<file path="config.mk">
export PLATFORM = sky130hd
export DESIGN_NAME = tpcia_top
export DESIGN_NICKNAME = d
export VERILOG_FILES = /design/src/tpcia_pkg.sv /design/src/tpcia_store_if.sv /design/src/tpcia_store.sv /design/src/tpcia_top.sv
export SDC_FILE = /design/constraint.sdc
export NUM_CORES = 1
export LEC_CHECK = 0
export BUFFER_PORTS_ARGS = -buffer_cell sky130_fd_sc_hd__buf_2
export CAP_MARGIN = 20
export CORE_MARGIN = 3
export CORE_UTILIZATION = 40
export DETAILED_ROUTE_END_ITERATION = 8
export GPL_ROUTABILITY_DRIVEN = 1
export RECOVER_POWER = 50
export SYNTH_ARGS = -nofsm -noshare
export SYNTH_HDL_FRONTEND = slang
export SYNTH_SLANG_ARGS = --single-unit
</file>
<file path="constraint.sdc">
create_clock -name pclk -period 2.43 [get_ports pclk]
set_clock_uncertainty 0.15 [all_clocks]
set_input_delay 0.243 -clock pclk [delete_from_list [all_inputs] [get_ports pclk]]
set_output_delay 0.243 -clock pclk [all_outputs]
set_load 0.01 [all_outputs]
</file>
<file path="src/tpcia_pkg.sv">
// tpcia_pkg: register map, field positions, reset values and timing for the
// transmit per-channel indirect access block.
// assumes: one 50 MHz clock, registers one per aligned 32-bit APB word.
package tpcia_pkg;

	// printed register offsets are indices; the byte address is four times the index
	localparam logic [9:0] CFG_IDX = 10'h06C;
	localparam logic [9:0] STAT_IDX = 10'h06D;
	localparam logic [9:0] ADDR_IDX = 10'h06E;
	localparam logic [9:0] DATA_IDX = 10'h06F;
	localparam logic [11:0] CFG_ADDR = {CFG_IDX, 2'b00};
	localparam logic [11:0] STAT_ADDR = {STAT_IDX, 2'b00};
	localparam logic [11:0] ADDR_ADDR = {ADDR_IDX, 2'b00};
	localparam logic [11:0] DATA_ADDR = {DATA_IDX, 2'b00};

	// configuration fields
	localparam int CFG_APPLY_BIT = 0;
	localparam int CFG_IND_BIT = 1;
	localparam int CFG_RSVD_BIT = 2;
	localparam int CFG_W = 3;
	localparam logic [2:0] CFG_RESET = 3'h0;

	// status and address/control fields
	localparam int STAT_BUSY_BIT = 7;
	localparam int AC_RNW_BIT = 7;
	localparam int AC_ADDR_W = 7;
	localparam logic [7:0] AC_RESET = 8'h00;
	localparam logic [7:0] DATA_RESET = 8'h00;

	// internal address groups, 32 entries each
	localparam logic [1:0] GRP_CTRL = 2'h1;
	localparam logic [1:0] GRP_IDLE = 2'h2;
	localparam logic [1:0] GRP_SIG = 2'h3;
	localparam int SLOTS = 32;
	localparam int SLOT_W = 5;

	// access timing
	localparam int CLK_NS = 20;
	localparam int ACCESS_NS = 640;
	localparam int ACCESS_CYC = ACCESS_NS / CLK_NS;
	localparam logic [5:0] ACCESS_LAST = 6'(ACCESS_CYC - 1);
	localparam logic [5:0] COUNT_RESET = 6'h00;

	typedef enum logic [0:0] {TPCIA_IDLE, TPCIA_RUN} tpcia_state_t;

endpackage : tpcia_pkg

</file>
<file path="src/tpcia_store_if.sv">
// tpcia_store_if: carrier between the access engine and the per-channel store.
// assumes: both ends on the same clock.
`timescale 1ns/1ns
`default_nettype none
interface tpcia_store_if;
	logic a_we;
	logic [6:0] a_addr;
	logic [7:0] a_wdata;
	logic [7:0] a_rdata;
	logic [4:0] b_slot;
	logic [7:0] b_ctrl;
	logic [7:0] b_idle;
	logic [7:0] b_sig;

	modport engine (
		output a_we,
		output a_addr,
		output a_wdata,
		input a_rdata,
		output b_slot,
		input b_ctrl,
		input b_idle,
		input b_sig
	);
	modport store (
		input a_we,
		input a_addr,
		input a_wdata,
		output a_rdata,
		input b_slot,
		output b_ctrl,
		output b_idle,
		output b_sig
	);
endinterface : tpcia_store_if
`default_nettype wire

</file>
<file path="src/tpcia_store.sv">
// tpcia_store: per-timeslot control, idle-code and signaling bytes.
// assumes: engine writes only valid internal addresses; contents are not reset.
`timescale 1ns/1ns
`default_nettype none
module tpcia_store (
	input wire logic pclk,
	tpcia_store_if.store st
);
	logic [7:0] ctrl_mem [0:tpcia_pkg::SLOTS-1];
	logic [7:0] idle_mem [0:tpcia_pkg::SLOTS-1];
	logic [7:0] sig_mem [0:tpcia_pkg::SLOTS-1];
	wire [1:0] grp = st.a_addr[6:5];
	wire [4:0] idx = st.a_addr[4:0];

	////////////////////////////////////////////////////////////////////////////
	// three groups at 20H, 40H and 60H
	always_ff @(posedge pclk) begin
		if (st.a_we && grp == tpcia_pkg::GRP_CTRL) begin
			ctrl_mem[idx] <= st.a_wdata;
		end
		if (st.a_we && grp == tpcia_pkg::GRP_IDLE) begin
			idle_mem[idx] <= st.a_wdata;
		end
		if (st.a_we && grp == tpcia_pkg::GRP_SIG) begin
			sig_mem[idx] <= st.a_wdata;
		end
	end

	assign st.a_rdata = (grp == tpcia_pkg::GRP_CTRL) ? ctrl_mem[idx] :
		(grp == tpcia_pkg::GRP_IDLE) ? idle_mem[idx] :
		(grp == tpcia_pkg::GRP_SIG) ? sig_mem[idx] : 8'h00;

	// framer side reads all three bytes of one slot at once
	assign st.b_ctrl = ctrl_mem[st.b_slot];
	assign st.b_idle = idle_mem[st.b_slot];
	assign st.b_sig = sig_mem[st.b_slot];
endmodule : tpcia_store
`default_nettype wire

</file>
<file path="src/tpcia_top.sv">
// tpcia_top: APB register bank and indirect access engine for the transmit
// per-channel controller, plus the per-slot byte feed to the transmit framer.
// assumes: APB master on pclk; framer presents its slot number on pclk.
//
// Summary of operation
// - indirect select bit 1 is cleared by reset.
// - apply enable high forwards stored per-slot bytes to the framer unchanged.
// - apply enable low sends all-zero bytes to the framer instead.
// - status bit 7 reads busy while an indirect access is in progress.
// - busy clears on a clock edge once the access is done.
// - each access completes within 640 ns.
// - address/control write with valid address starts an internal access.
// - bit 7 high requests a read, low requests a write.
// - bits 6..0 give the internal register address.
// - address/control register acts only while indirect select is one.
// - a read places the internal byte in the data buffer within 640 ns.
// - control bytes at 20H, idle bytes at 40H, signaling at 60H, 32 each.
//
// The APB interface to the registers is this design's own decision.
`timescale 1ns/1ns
`default_nettype none
module tpcia_top (
	input wire logic pclk,
	input wire logic presetn,
	input wire logic psel,
	input wire logic penable,
	input wire logic pwrite,
	input wire logic [11:0] paddr,
	input wire logic [31:0] pwdata,
	input wire logic [3:0] pstrb,
	output logic [31:0] prdata,
	output logic pready,
	output logic pslverr,
	input wire logic [4:0] tx_slot,
	output logic [7:0] tx_ctrl_byte,
	output logic [7:0] tx_idle_byte,
	output logic [7:0] tx_sig_byte,
	output logic access_busy
);

	////////////////////////////////////////////////////////////////////////////
	// register state

	logic [2:0] cfg_reg;
	logic [7:0] addr_ctrl_reg;
	logic [7:0] data_buf_reg;
	logic busy_reg;
	tpcia_pkg::tpcia_state_t state_reg;
	tpcia_pkg::tpcia_state_t state_next;
	logic [5:0] count_reg;
	logic [5:0] count_next;
	logic op_read_reg;
	logic [6:0] op_addr_reg;
	logic [7:0] op_data_reg;
	logic [31:0] prdata_reg;
	logic [31:0] prdata_next;
	logic pready_reg;
	logic pslverr_reg;
	logic pslverr_next;
	logic [7:0] tx_ctrl_reg;
	logic [7:0] tx_idle_reg;
	logic [7:0] tx_sig_reg;

	tpcia_store_if st ();

	tpcia_store u_store (
		.pclk(pclk),
		.st(st)
	);

	////////////////////////////////////////////////////////////////////////////
	// APB decode

	// the setup cycle is seen first; pready rises for exactly one access cycle
	wire setup_phase = psel && !penable;
	wire access_done = psel && penable && pready_reg;
	wire wr_en = access_done && pwrite && pstrb[0];

	wire hit_cfg = (paddr == tpcia_pkg::CFG_ADDR);
	wire hit_stat = (paddr == tpcia_pkg::STAT_ADDR);
	wire hit_addr = (paddr == tpcia_pkg::ADDR_ADDR);
	wire hit_data = (paddr == tpcia_pkg::DATA_ADDR);
	wire hit_any = hit_cfg || hit_stat || hit_addr || hit_data;

	wire ind_on = cfg_reg[tpcia_pkg::CFG_IND_BIT];
	wire apply_on = cfg_reg[tpcia_pkg::CFG_APPLY_BIT];

	wire wr_cfg = wr_en && hit_cfg;
	wire wr_addr = wr_en && hit_addr;
	wire wr_data = wr_en && hit_data;

	////////////////////////////////////////////////////////////////////////////
	// request start

	wire [6:0] req_addr = pwdata[6:0];
	wire req_read = pwdata[tpcia_pkg::AC_RNW_BIT];

	// only the 20H..7FH span holds per-slot bytes; lower addresses start nothing
	wire req_addr_ok = (req_addr[6:5] != 2'h0);

	// address/control is dead unless indirect mode is selected
	// a write during a running access is dropped whole
	wire ac_write_ok = wr_addr && ind_on && !busy_reg;
	wire start = ac_write_ok && req_addr_ok;

	wire at_last = (count_reg == tpcia_pkg::ACCESS_LAST);
	wire finish = (state_reg == tpcia_pkg::TPCIA_RUN) && at_last;

	////////////////////////////////////////////////////////////////////////////
	// access engine

	always_comb begin
		state_next = state_reg;
		count_next = count_reg;
		case (state_reg)
			tpcia_pkg::TPCIA_IDLE: begin
				count_next = tpcia_pkg::COUNT_RESET;
				if (start) begin
					state_next = tpcia_pkg::TPCIA_RUN;
				end
			end
			tpcia_pkg::TPCIA_RUN: begin
				// fixed length so completion always fits the 640 ns budget
				if (at_last) begin
					state_next = tpcia_pkg::TPCIA_IDLE;
					count_next = tpcia_pkg::COUNT_RESET;
				end else begin
					count_next = count_reg + 6'h01;
				end
			end
			default: begin
				state_next = tpcia_pkg::TPCIA_IDLE;
				count_next = tpcia_pkg::COUNT_RESET;
			end
		endcase
	end

	always_ff @(posedge pclk or negedge presetn) begin
		if (!presetn) begin
			state_reg <= tpcia_pkg::TPCIA_IDLE;
			count_reg <= tpcia_pkg::COUNT_RESET;
		end else begin
			state_reg <= state_next;
			count_reg <= count_next;
		end
	end

	// busy set by start, cleared on the clock edge that ends the access
	always_ff @(posedge pclk or negedge presetn) begin
		if (!presetn) begin
			busy_reg <= 1'b0;
		end else if (start) begin
			busy_reg <= 1'b1;
		end else if (finish) begin
			busy_reg <= 1'b0;
		end
	end

	// the request is latched at start so later buffer writes cannot disturb it
	always_ff @(posedge pclk or negedge presetn) begin
		if (!presetn) begin
			op_read_reg <= 1'b0;
			op_addr_reg <= 7'h00;
			op_data_reg <= 8'h00;
		end else if (start) begin
			op_read_reg <= req_read;
			op_addr_reg <= req_addr;
			op_data_reg <= data_buf_reg;
		end
	end

	// store port A: a write lands at the end of the access
	assign st.a_we = finish && !op_read_reg;
	assign st.a_addr = op_addr_reg;
	assign st.a_wdata = op_data_reg;

	////////////////////////////////////////////////////////////////////////////
	// software registers

	always_ff @(posedge pclk or negedge presetn) begin
		if (!presetn) begin
			cfg_reg <= tpcia_pkg::CFG_RESET;
		end else if (wr_cfg) begin
			cfg_reg <= pwdata[tpcia_pkg::CFG_W-1:0];
		end
	end

	always_ff @(posedge pclk or negedge presetn) begin
		if (!presetn) begin
			addr_ctrl_reg <= tpcia_pkg::AC_RESET;
		end else if (ac_write_ok) begin
			addr_ctrl_reg <= pwdata[7:0];
		end
	end

	// read completion wins over a software write in the same cycle so that
	// fetched data is never lost
	always_ff @(posedge pclk or negedge presetn) begin
		if (!presetn) begin
			data_buf_reg <= tpcia_pkg::DATA_RESET;
		end else if (finish && op_read_reg) begin
			data_buf_reg <= st.a_rdata;
		end else if (wr_data) begin
			data_buf_reg <= pwdata[7:0];
		end
	end

	////////////////////////////////////////////////////////////////////////////
	// APB read data and answer

	always_comb begin
		prdata_next = 32'h00000000;
		if (hit_cfg) begin
			prdata_next[tpcia_pkg::CFG_W-1:0] = cfg_reg;
		end
		if (hit_stat) begin
			prdata_next[tpcia_pkg::STAT_BUSY_BIT] = busy_reg;
		end
		if (hit_addr) begin
			prdata_next[7:0] = addr_ctrl_reg;
		end
		if (hit_data) begin
			prdata_next[7:0] = data_buf_reg;
		end
	end

	assign pslverr_next = !hit_any;

	// read data is captured at the setup edge and held through the access cycle
	always_ff @(posedge pclk or negedge presetn) begin
		if (!presetn) begin
			prdata_reg <= 32'h00000000;
			pready_reg <= 1'b0;
			pslverr_reg <= 1'b0;
		end else if (setup_phase) begin
			prdata_reg <= pwrite ? 32'h00000000 : prdata_next;
			pready_reg <= 1'b1;
			pslverr_reg <= pslverr_next;
		end else begin
			pready_reg <= 1'b0;
			pslverr_reg <= 1'b0;
		end
	end

	assign prdata = prdata_reg;
	assign pready = pready_reg;
	assign pslverr = pslverr_reg;
	assign access_busy = busy_reg;

	////////////////////////////////////////////////////////////////////////////
	// framer feed

	assign st.b_slot = tx_slot;

	// zeros stand in for stored bytes until software arms the apply enable,
	// which hides uninitialised store contents from the framer
	always_ff @(posedge pclk or negedge presetn) begin
		if (!presetn) begin
			tx_ctrl_reg <= 8'h00;
			tx_idle_reg <= 8'h00;
			tx_sig_reg <= 8'h00;
		end else if (apply_on) begin
			tx_ctrl_reg <= st.b_ctrl;
			tx_idle_reg <= st.b_idle;
			tx_sig_reg <= st.b_sig;
		end else begin
			tx_ctrl_reg <= 8'h00;
			tx_idle_reg <= 8'h00;
			tx_sig_reg <= 8'h00;
		end
	end

	assign tx_ctrl_byte = tx_ctrl_reg;
	assign tx_idle_byte = tx_idle_reg;
	assign tx_sig_byte = tx_sig_reg;

endmodule : tpcia_top
`default_nettype wire

</file>
==> results of run 1 <==
[layer usage]
metal | global-route usage (%) | vias up
met5 | 0 | -
met4 | 9.92 | 0
met3 | 4.33 | 257
met2 | 39.9 | 1448
met1 | 36.2 | 13300
li1 | - | 10200
[final cells by class]
type / count / area [sq um] / share of cell area, %
Antenna cell: 1 / 2.50 / 0.00506
Tap cell: 1265 / 1580 / 3.20
Clock inverter: 60 / 518 / 1.05
Inverter: 3 / 15.0 / 0.0304
Multi-Input combinational cell: 1218 / 14100 / 28.6
Clock buffer: 110 / 2430 / 4.92
Sequential cell: 845 / 25000 / 50.6
Timing Repair Buffer: 574 / 5700 / 11.5
[tightest hold or removal path, cell delays in order]
cell,delay [ps]
buf_2,250
mux2i_1,230
nor2b_1,100
[power groups by stage]
stage,sequential (W),clock [W],combinational [W]
final,0.0156,0.0137,0.000714
after global routing,0.0156,0.0145,0.000755
after CTS,0.0156,0.0139,0.000730
after detailed placement,0.0159,0,0.000706
after global placement,0.0159,0,0.000703
after floorplan,0.0159,0,0.000399
[worst min path at each step]
stage,from,to,slack (ps),cells past startpoint
final,tx_slot[4],tx_ctrl_byte[3],80,3
after floorplan,presetn,access_busy,-200,0
after global routing,tx_slot[4],tx_ctrl_byte[3],60,3
after CTS,tx_slot[4],tx_ctrl_byte[3],30,3
after detailed placement,presetn,pslverr,20,1
after global placement,presetn,pslverr,8,1
[synthesized netlist by cell type, drive strengths merged (2+ instances only)]
| master | instances | area share, % |
|---|---|---|
| a21oi | 13 | 0.17 |
| o22ai | 141 | 2.3 |
| mux2 | 21 | 0.66 |
| a21boi | 2 | 0.038 |
| nand4b | 5 | 0.13 |
| or4b | 5 | 0.13 |
| nand4 | 5 | 0.080 |
| nand3 | 15 | 0.19 |
| a22o | 6 | 0.13 |
| and3b | 2 | 0.045 |
| and2 | 6 | 0.096 |
| clkbuf | 83 | 0.80 |
| nand2b | 3 | 0.048 |
| a211oi | 3 | 0.058 |
| inv | 3 | 0.029 |
| dfrtp | 77 | 4.9 |
| and3 | 3 | 0.048 |
| nor2b | 30 | 0.48 |
| o211ai | 4 | 0.077 |
| nor2 | 112 | 1.1 |
| nand2 | 97 | 0.93 |
| nor3b | 2 | 0.064 |
| nor4b | 3 | 0.099 |
| nor3 | 9 | 0.13 |
| nor4 | 35 | 0.56 |
| mux2i | 326 | 8.4 |
| a22oi | 16 | 0.31 |
| o21ai | 19 | 0.24 |
| mux4 | 287 | 17 |
| o2111ai | 6 | 0.13 |
| buf | 107 | 1.5 |
| nand4bb | 6 | 0.17 |
| xor2 | 2 | 0.045 |
| edfxtp | 768 | 59 |
| o311ai | 3 | 0.067 |
[logic make-up after synthesis]
| family | count (synthesis) |
|---|---|
| xor gates and xnor gates | 3 |
| muxes | 634 |
| adders and majority gates | 1 |
| buffers and inverters | 193 |
| other | 1 |
| and+or+nand+nor | 341 |
| AOI/OAI and AO/OA | 215 |
| DFF | 845 |
[what timing repair did]
item                                    in CTS  in global routing
gates resized for setup                    159                131
endpoints found under the hold margin      113                  0
endpoints found under the setup margin     719                778
buffers inserted                            23                 13
pin swaps                                   26                 45
gates cloned                                 3                  2
hold buffers                                21                  0
[placed cells by master, fill, tap and decap left out, types with 61 or more instances in the layout]
| cell | netlist | routed |
|---|---|---|
| dfrtp_1 | 77 | 64 |
| edfxtp_1 | 768 | 768 |
| buf_2 | 64 | 61 |
| buf_12 | 0 | 84 |
| o22ai_1 | 141 | 124 |
| clkbuf_16 | 0 | 95 |
| nor2_1 | 110 | 75 |
| mux4_2 | 287 | 287 |
| nand2_1 | 97 | 78 |
| mux2i_1 | 326 | 293 |
| buf_4 | 28 | 320 |
[per-stage QoR]
step | setup TNS (ps) | util (%) | std cells | setup slack (ps)
after floorplan | -7310 | - | 2256 | -40.9
after global placement | -22580 | 46.6 | 3848 | -872
after detailed placement | -55310 | 46.6 | 3848 | -873
after CTS | -17510 | 50.9 | 4065 | -287
after global routing | -75610 | 51.5 | 4075 | -385
final | -15320 | 51.5 | 4076 | -449
==> run summary, run 1 <==
Crit-path max cell delay: 510 ps
Clock Latency Late Sink: 670 ps
Worst r2r src: op_addr_reg[1]
Metal2 WL: 61000 microns
Share of cells above drive strength 1: 42.1%
Unrepaired setup endpoints after global routing: true
Fmax: 347 MHz
Largest net degree at the start of global routing: 98
Worst path slowest cell: dfrtp_4
# IOs: 117
Rows: 113
Worst Tran Pin Value: 1280 ps
Final GP Congestion: 0.921
Critical path arrival: 3260 ps
Clock period minus worst slack: 2880 ps
Cells after Synth: 2233
Unique masters post-synth: 54
Slew Viols, Final: 0
Worst-path clk slew: 70 ps
Xor/xnor share of the synthesized area: 0.0673%
Post-Route Hold Slack: 82.3 ps
NetSw: 0.00619 W
Top Layer Used: met4
CP Launch Type: flip-flop
R2R Setup Slk: -450 ps
Post-synthesis sequential area ratio: 64.0%
Drt drc: 0
I/O Buffers: 65
CP cell instances: buf_6 > clkbuf_16 > mux2i_1 > buf_4 > o22ai_1 > nor4_1 > nand2_1 > o211ai_1 > a22oi_1
Final Power: 0.0300 W
Routed via count: 25100
Clock Power Share: 45.6%
Fillers: 7666
CP Capture Point: data_buf_reg[1]
Final setup viols: 304
Initial DRC Count: 3416
Synth-to-layout area growth: 26.7%
Violated checks: negative setup slack
Seq cells post-synth: 845
Area of the mapped netlist: 39000 sq um
Worst min path class: primary input to flip-flop
Area of the core: 95900 sq um
CTS tree: done
Bufs and invs on worst path: 3
Placed cell area: 44700 sq um
Vias/cell: 6.17
Switch share: 20.6%
Fin. Hold Viols: 0
CP Capture Type: flip-flop
Antenna violations before repair: 3
Met3 WL: 12600 microns
H-tree depth: 3
Sequential Power Share: 52.0%
Post-layout nets: 2792
Worst Setup SP: op_addr_reg[1]
Mux contribution to synthesized area: 25.6%
Largest family of logic cells by synthesized area: multiplexers
Clock Tree Buf Depth: 3
Post-synth EDFFs: 768
Largest registers: u_store.ctrl_mem (256), u_store.idle_mem (256), u_store.sig_mem (256)
TritonRoute pass-1 iters: 5
CP required: 2810 ps
Overflow after GRT: 0
Post-route ant nets: 0
Final worst slack: -449 ps
GRT Overall Usage: 25.6%
Die H: 318 microns
Mean Syn Cell Area: 17.5 sq um
Starting Density: 40.7%
RR Endpoint: data_buf_reg[1]
Root buffer cell: clkbuf_16
Yosys warning count: 0
Slew Limit Headroom: 14.9%
Max IR drop VDD: 0.000461 V
Outcome: finished with violations
Reg2Reg Depth: 9
Vias in the first global route: 25300
Final instance area: 49400 sq um
Final period util: 118%
Num CTS Buffers: 91
Internal Dissipation: 0.0238 W
CP top delay family: compound AO/OA/AOI/OAI gates
Leak Pwr: 14.6 nW
Met1 Routed Length: 52600 microns
Critical Path Fanout Max: 13
FFs w/ async S/R, synth: 9.11%
Global-route wire length before repair: 187000 microns
CTS sink cnt: 845
Die ar.: 101000 sq um
Main synth FF type: edfxtp_1
Comb pwr share: 2.4%
Detailed Route WL: 132000 microns
Setup Crit Path Kind: flip-flop to flip-flop
Critical path depth: 9
DP Wirelength: 90900 microns
DR WL/cell: 32.3 microns
Synth Area in Compound Gates: 3.53%
Pwr dens: 608 nW/um^2
Adder-cell area share of the yosys netlist: 0.0321%
Die width: 318 microns
Post-synthesis simple-gate area fraction: 4.38%
Max-cap violations: 0
Power figures use the tool's default switching activity.
==> run 2, diff against run 1 <==
--- a/config.mk
+++ b/config.mk
@@ -12,6 +12,7 @@
 export DETAILED_ROUTE_END_ITERATION = 8
 export GPL_ROUTABILITY_DRIVEN = 1
 export RECOVER_POWER = 50
+export SETUP_SLACK_MARGIN = 0.05
 export SYNTH_ARGS = -nofsm -noshare
 export SYNTH_HDL_FRONTEND = slang
 export SYNTH_SLANG_ARGS = --single-unit
==> run summary, run 2 (synthesized netlist as in run 1, its figures left out) <==
Rows: 113
CP cell instances: buf_12 > buf_4 > buf_4 > mux2_2 > o311ai_0 > o21ai_0 > o21ai_1 > buf_4 > o31ai_2
Pwr dens: 598 nW/um^2
Final period util: 114%
CTS sink cnt: 845
Final setup viols: 36
Switch share: 20.1%
Worst-path clk slew: 70 ps
Max-cap violations: 3
Fmax: 361 MHz
Crit-path max cell delay: 500 ps
Clock period minus worst slack: 2770 ps
Routed via count: 25700
Internal Dissipation: 0.0243 W
Slew Limit Headroom: -9.68%
Vias in the first global route: 25700
Worst Tran Pin Value: 1650 ps
Final Power: 0.0304 W
Post-layout nets: 2855
Worst path slowest cell: dfrtp_4
Detailed Route WL: 135000 microns
Comb pwr share: 2.3%
Overflow after GRT: 0
Die width: 318 microns
Max IR drop VDD: 0.000453 V
Synth-to-layout area growth: 30.3%
Num CTS Buffers: 89
Outcome: finished with violations
Starting Density: 40.7%
Critical Path Fanout Max: 6
Unrepaired setup endpoints after global routing: true
# IOs: 117
CP required: 2820 ps
Most Frequent Cell on Critical Path: buf_4
Vias/cell: 6.21
Largest registers: u_store.ctrl_mem (256), u_store.idle_mem (256), u_store.sig_mem (256)
Clock Tree Buf Depth: 3
Post-route ant nets: 0
DP Wirelength: 92900 microns
Slew Viols, Final: 116
Final worst slack: -340 ps
TritonRoute pass-1 iters: 6
Initial DRC Count: 3188
NetSw: 0.00609 W
DR WL/cell: 32.7 microns
Area of the core: 95900 sq um
CP Capture Type: flip-flop
Clock Latency Late Sink: 660 ps
Fin. Hold Viols: 0
Worst min path class: primary input to flip-flop
Share of cells above drive strength 1: 44.5%
Antenna violations before repair: 3
Diodes inserted: 0
Sequential Power Share: 51.5%
Leak Pwr: 15.1 nW
CTS tree: done
CP Launch Type: flip-flop
Clock Power Share: 46.2%
H-tree depth: 3
Setup Crit Path Kind: flip-flop to flip-flop
Die H: 318 microns
GRT Overall Usage: 25.8%
Die ar.: 101000 sq um
Root buffer cell: clkbuf_16
Largest net degree at the start of global routing: 98
Dpl ws: -918 ps
Commonest non-fill, non-tap cell in the layout: edfxtp_1
Drt drc: 0
Final GP Congestion: 0.907
Most frequent cells in the layout: edfxtp_1 (768), buf_4 (324), mux2i_1 (293)
Critical path arrival: 3160 ps
Violated checks: max-capacitance violations, max-slew violations, negative setup slack
Global-route wire length before repair: 189000 microns
I/O Buffers: 65
-- run 2: per-stage QoR --
| step | hold slack, ps | util, % | TNS (ps) | cells | instance area (sq um) |
|---|---|---|---|---|---|
| after floorplan | -203 | - | -7310 | 2256 | 39100 |
| after global placement | 140 | 46.7 | -15960 | 3872 | 44800 |
| after CTS | 6.44 | 51.5 | -4430 | 4105 | 49400 |
| after detailed placement | 152 | 46.7 | -28200 | 3872 | 44800 |
| after global routing | 70.0 | 53.0 | -7830 | 4135 | 50800 |
| final | 56.1 | 53.0 | -1910 | 4135 | 50800 |
-- run 2: layout make-up --
class,count,area [sq um]
Multi-Input combinational cell,1218,14600
Sequential cell,845,25000
Tap cell,1265,1580
Clock inverter,45,528
Inverter,3,11.3
Fill cell,7544,45000
Timing Repair Buffer,639,6670
Clock buffer,120,2480
-- run 2: path summary, 6_finish.rpt --
path / to / depth (start not counted) / slack (ps) / start
worst max register to register: data_buf_reg[0] / 9 / -340 / op_addr_reg[1]
max in group asynchronous: op_data_reg[7] / 3 / 620 / presetn
min in group asynchronous: tx_ctrl_byte[7] / 2 / 210 / presetn
worst min register to register: addr_ctrl_reg[2] / 2 / 320 / addr_ctrl_reg[2]
worst min-delay path: tx_ctrl_byte[1] / 4 / 60 / tx_slot[4]
worst max-delay path: data_buf_reg[0] / 9 / -340 / op_addr_reg[1]
-- run 2: power groups by stage --
stage,Sequential [W],Clock (W),Combinational [W]
floorplan,0.0159,0,0.000403
global placement,0.0159,0,0.000698
detailed placement,0.0159,0,0.000701
CTS,0.0156,0.0142,0.000721
global route,0.0156,0.0148,0.000748
finish,0.0156,0.0140,0.000710
-- run 2: worst max-delay path, delay by kind of cell (launching register included) --
family / cells / cell delay (ps)
buffers and inverters: 4 / 750
AO/OA/AOI/OAI: 4 / 900
flip-flops: 1 / 500
multiplexers: 1 / 340
-- run 2: repair_timing --
action | in CTS | in global routing
hold buffers | 19 | 0
pin swaps | 50 | 69
endpoints found under the setup margin | 749 | 776
setup buffers | 42 | 22
cloned | 7 | 10
endpoints found under the hold margin | 114 | 0
resized for setup | 225 | 291
-- run 2: layer usage --
layer	GRT usage, %	vias up	share of wire (%)
li1	-	10300	-
met5	0	-	0.0096
met2	40.7	1574	47
met4	9.65	2	4.2
met1	35.7	13500	39
met3	5.26	295	10
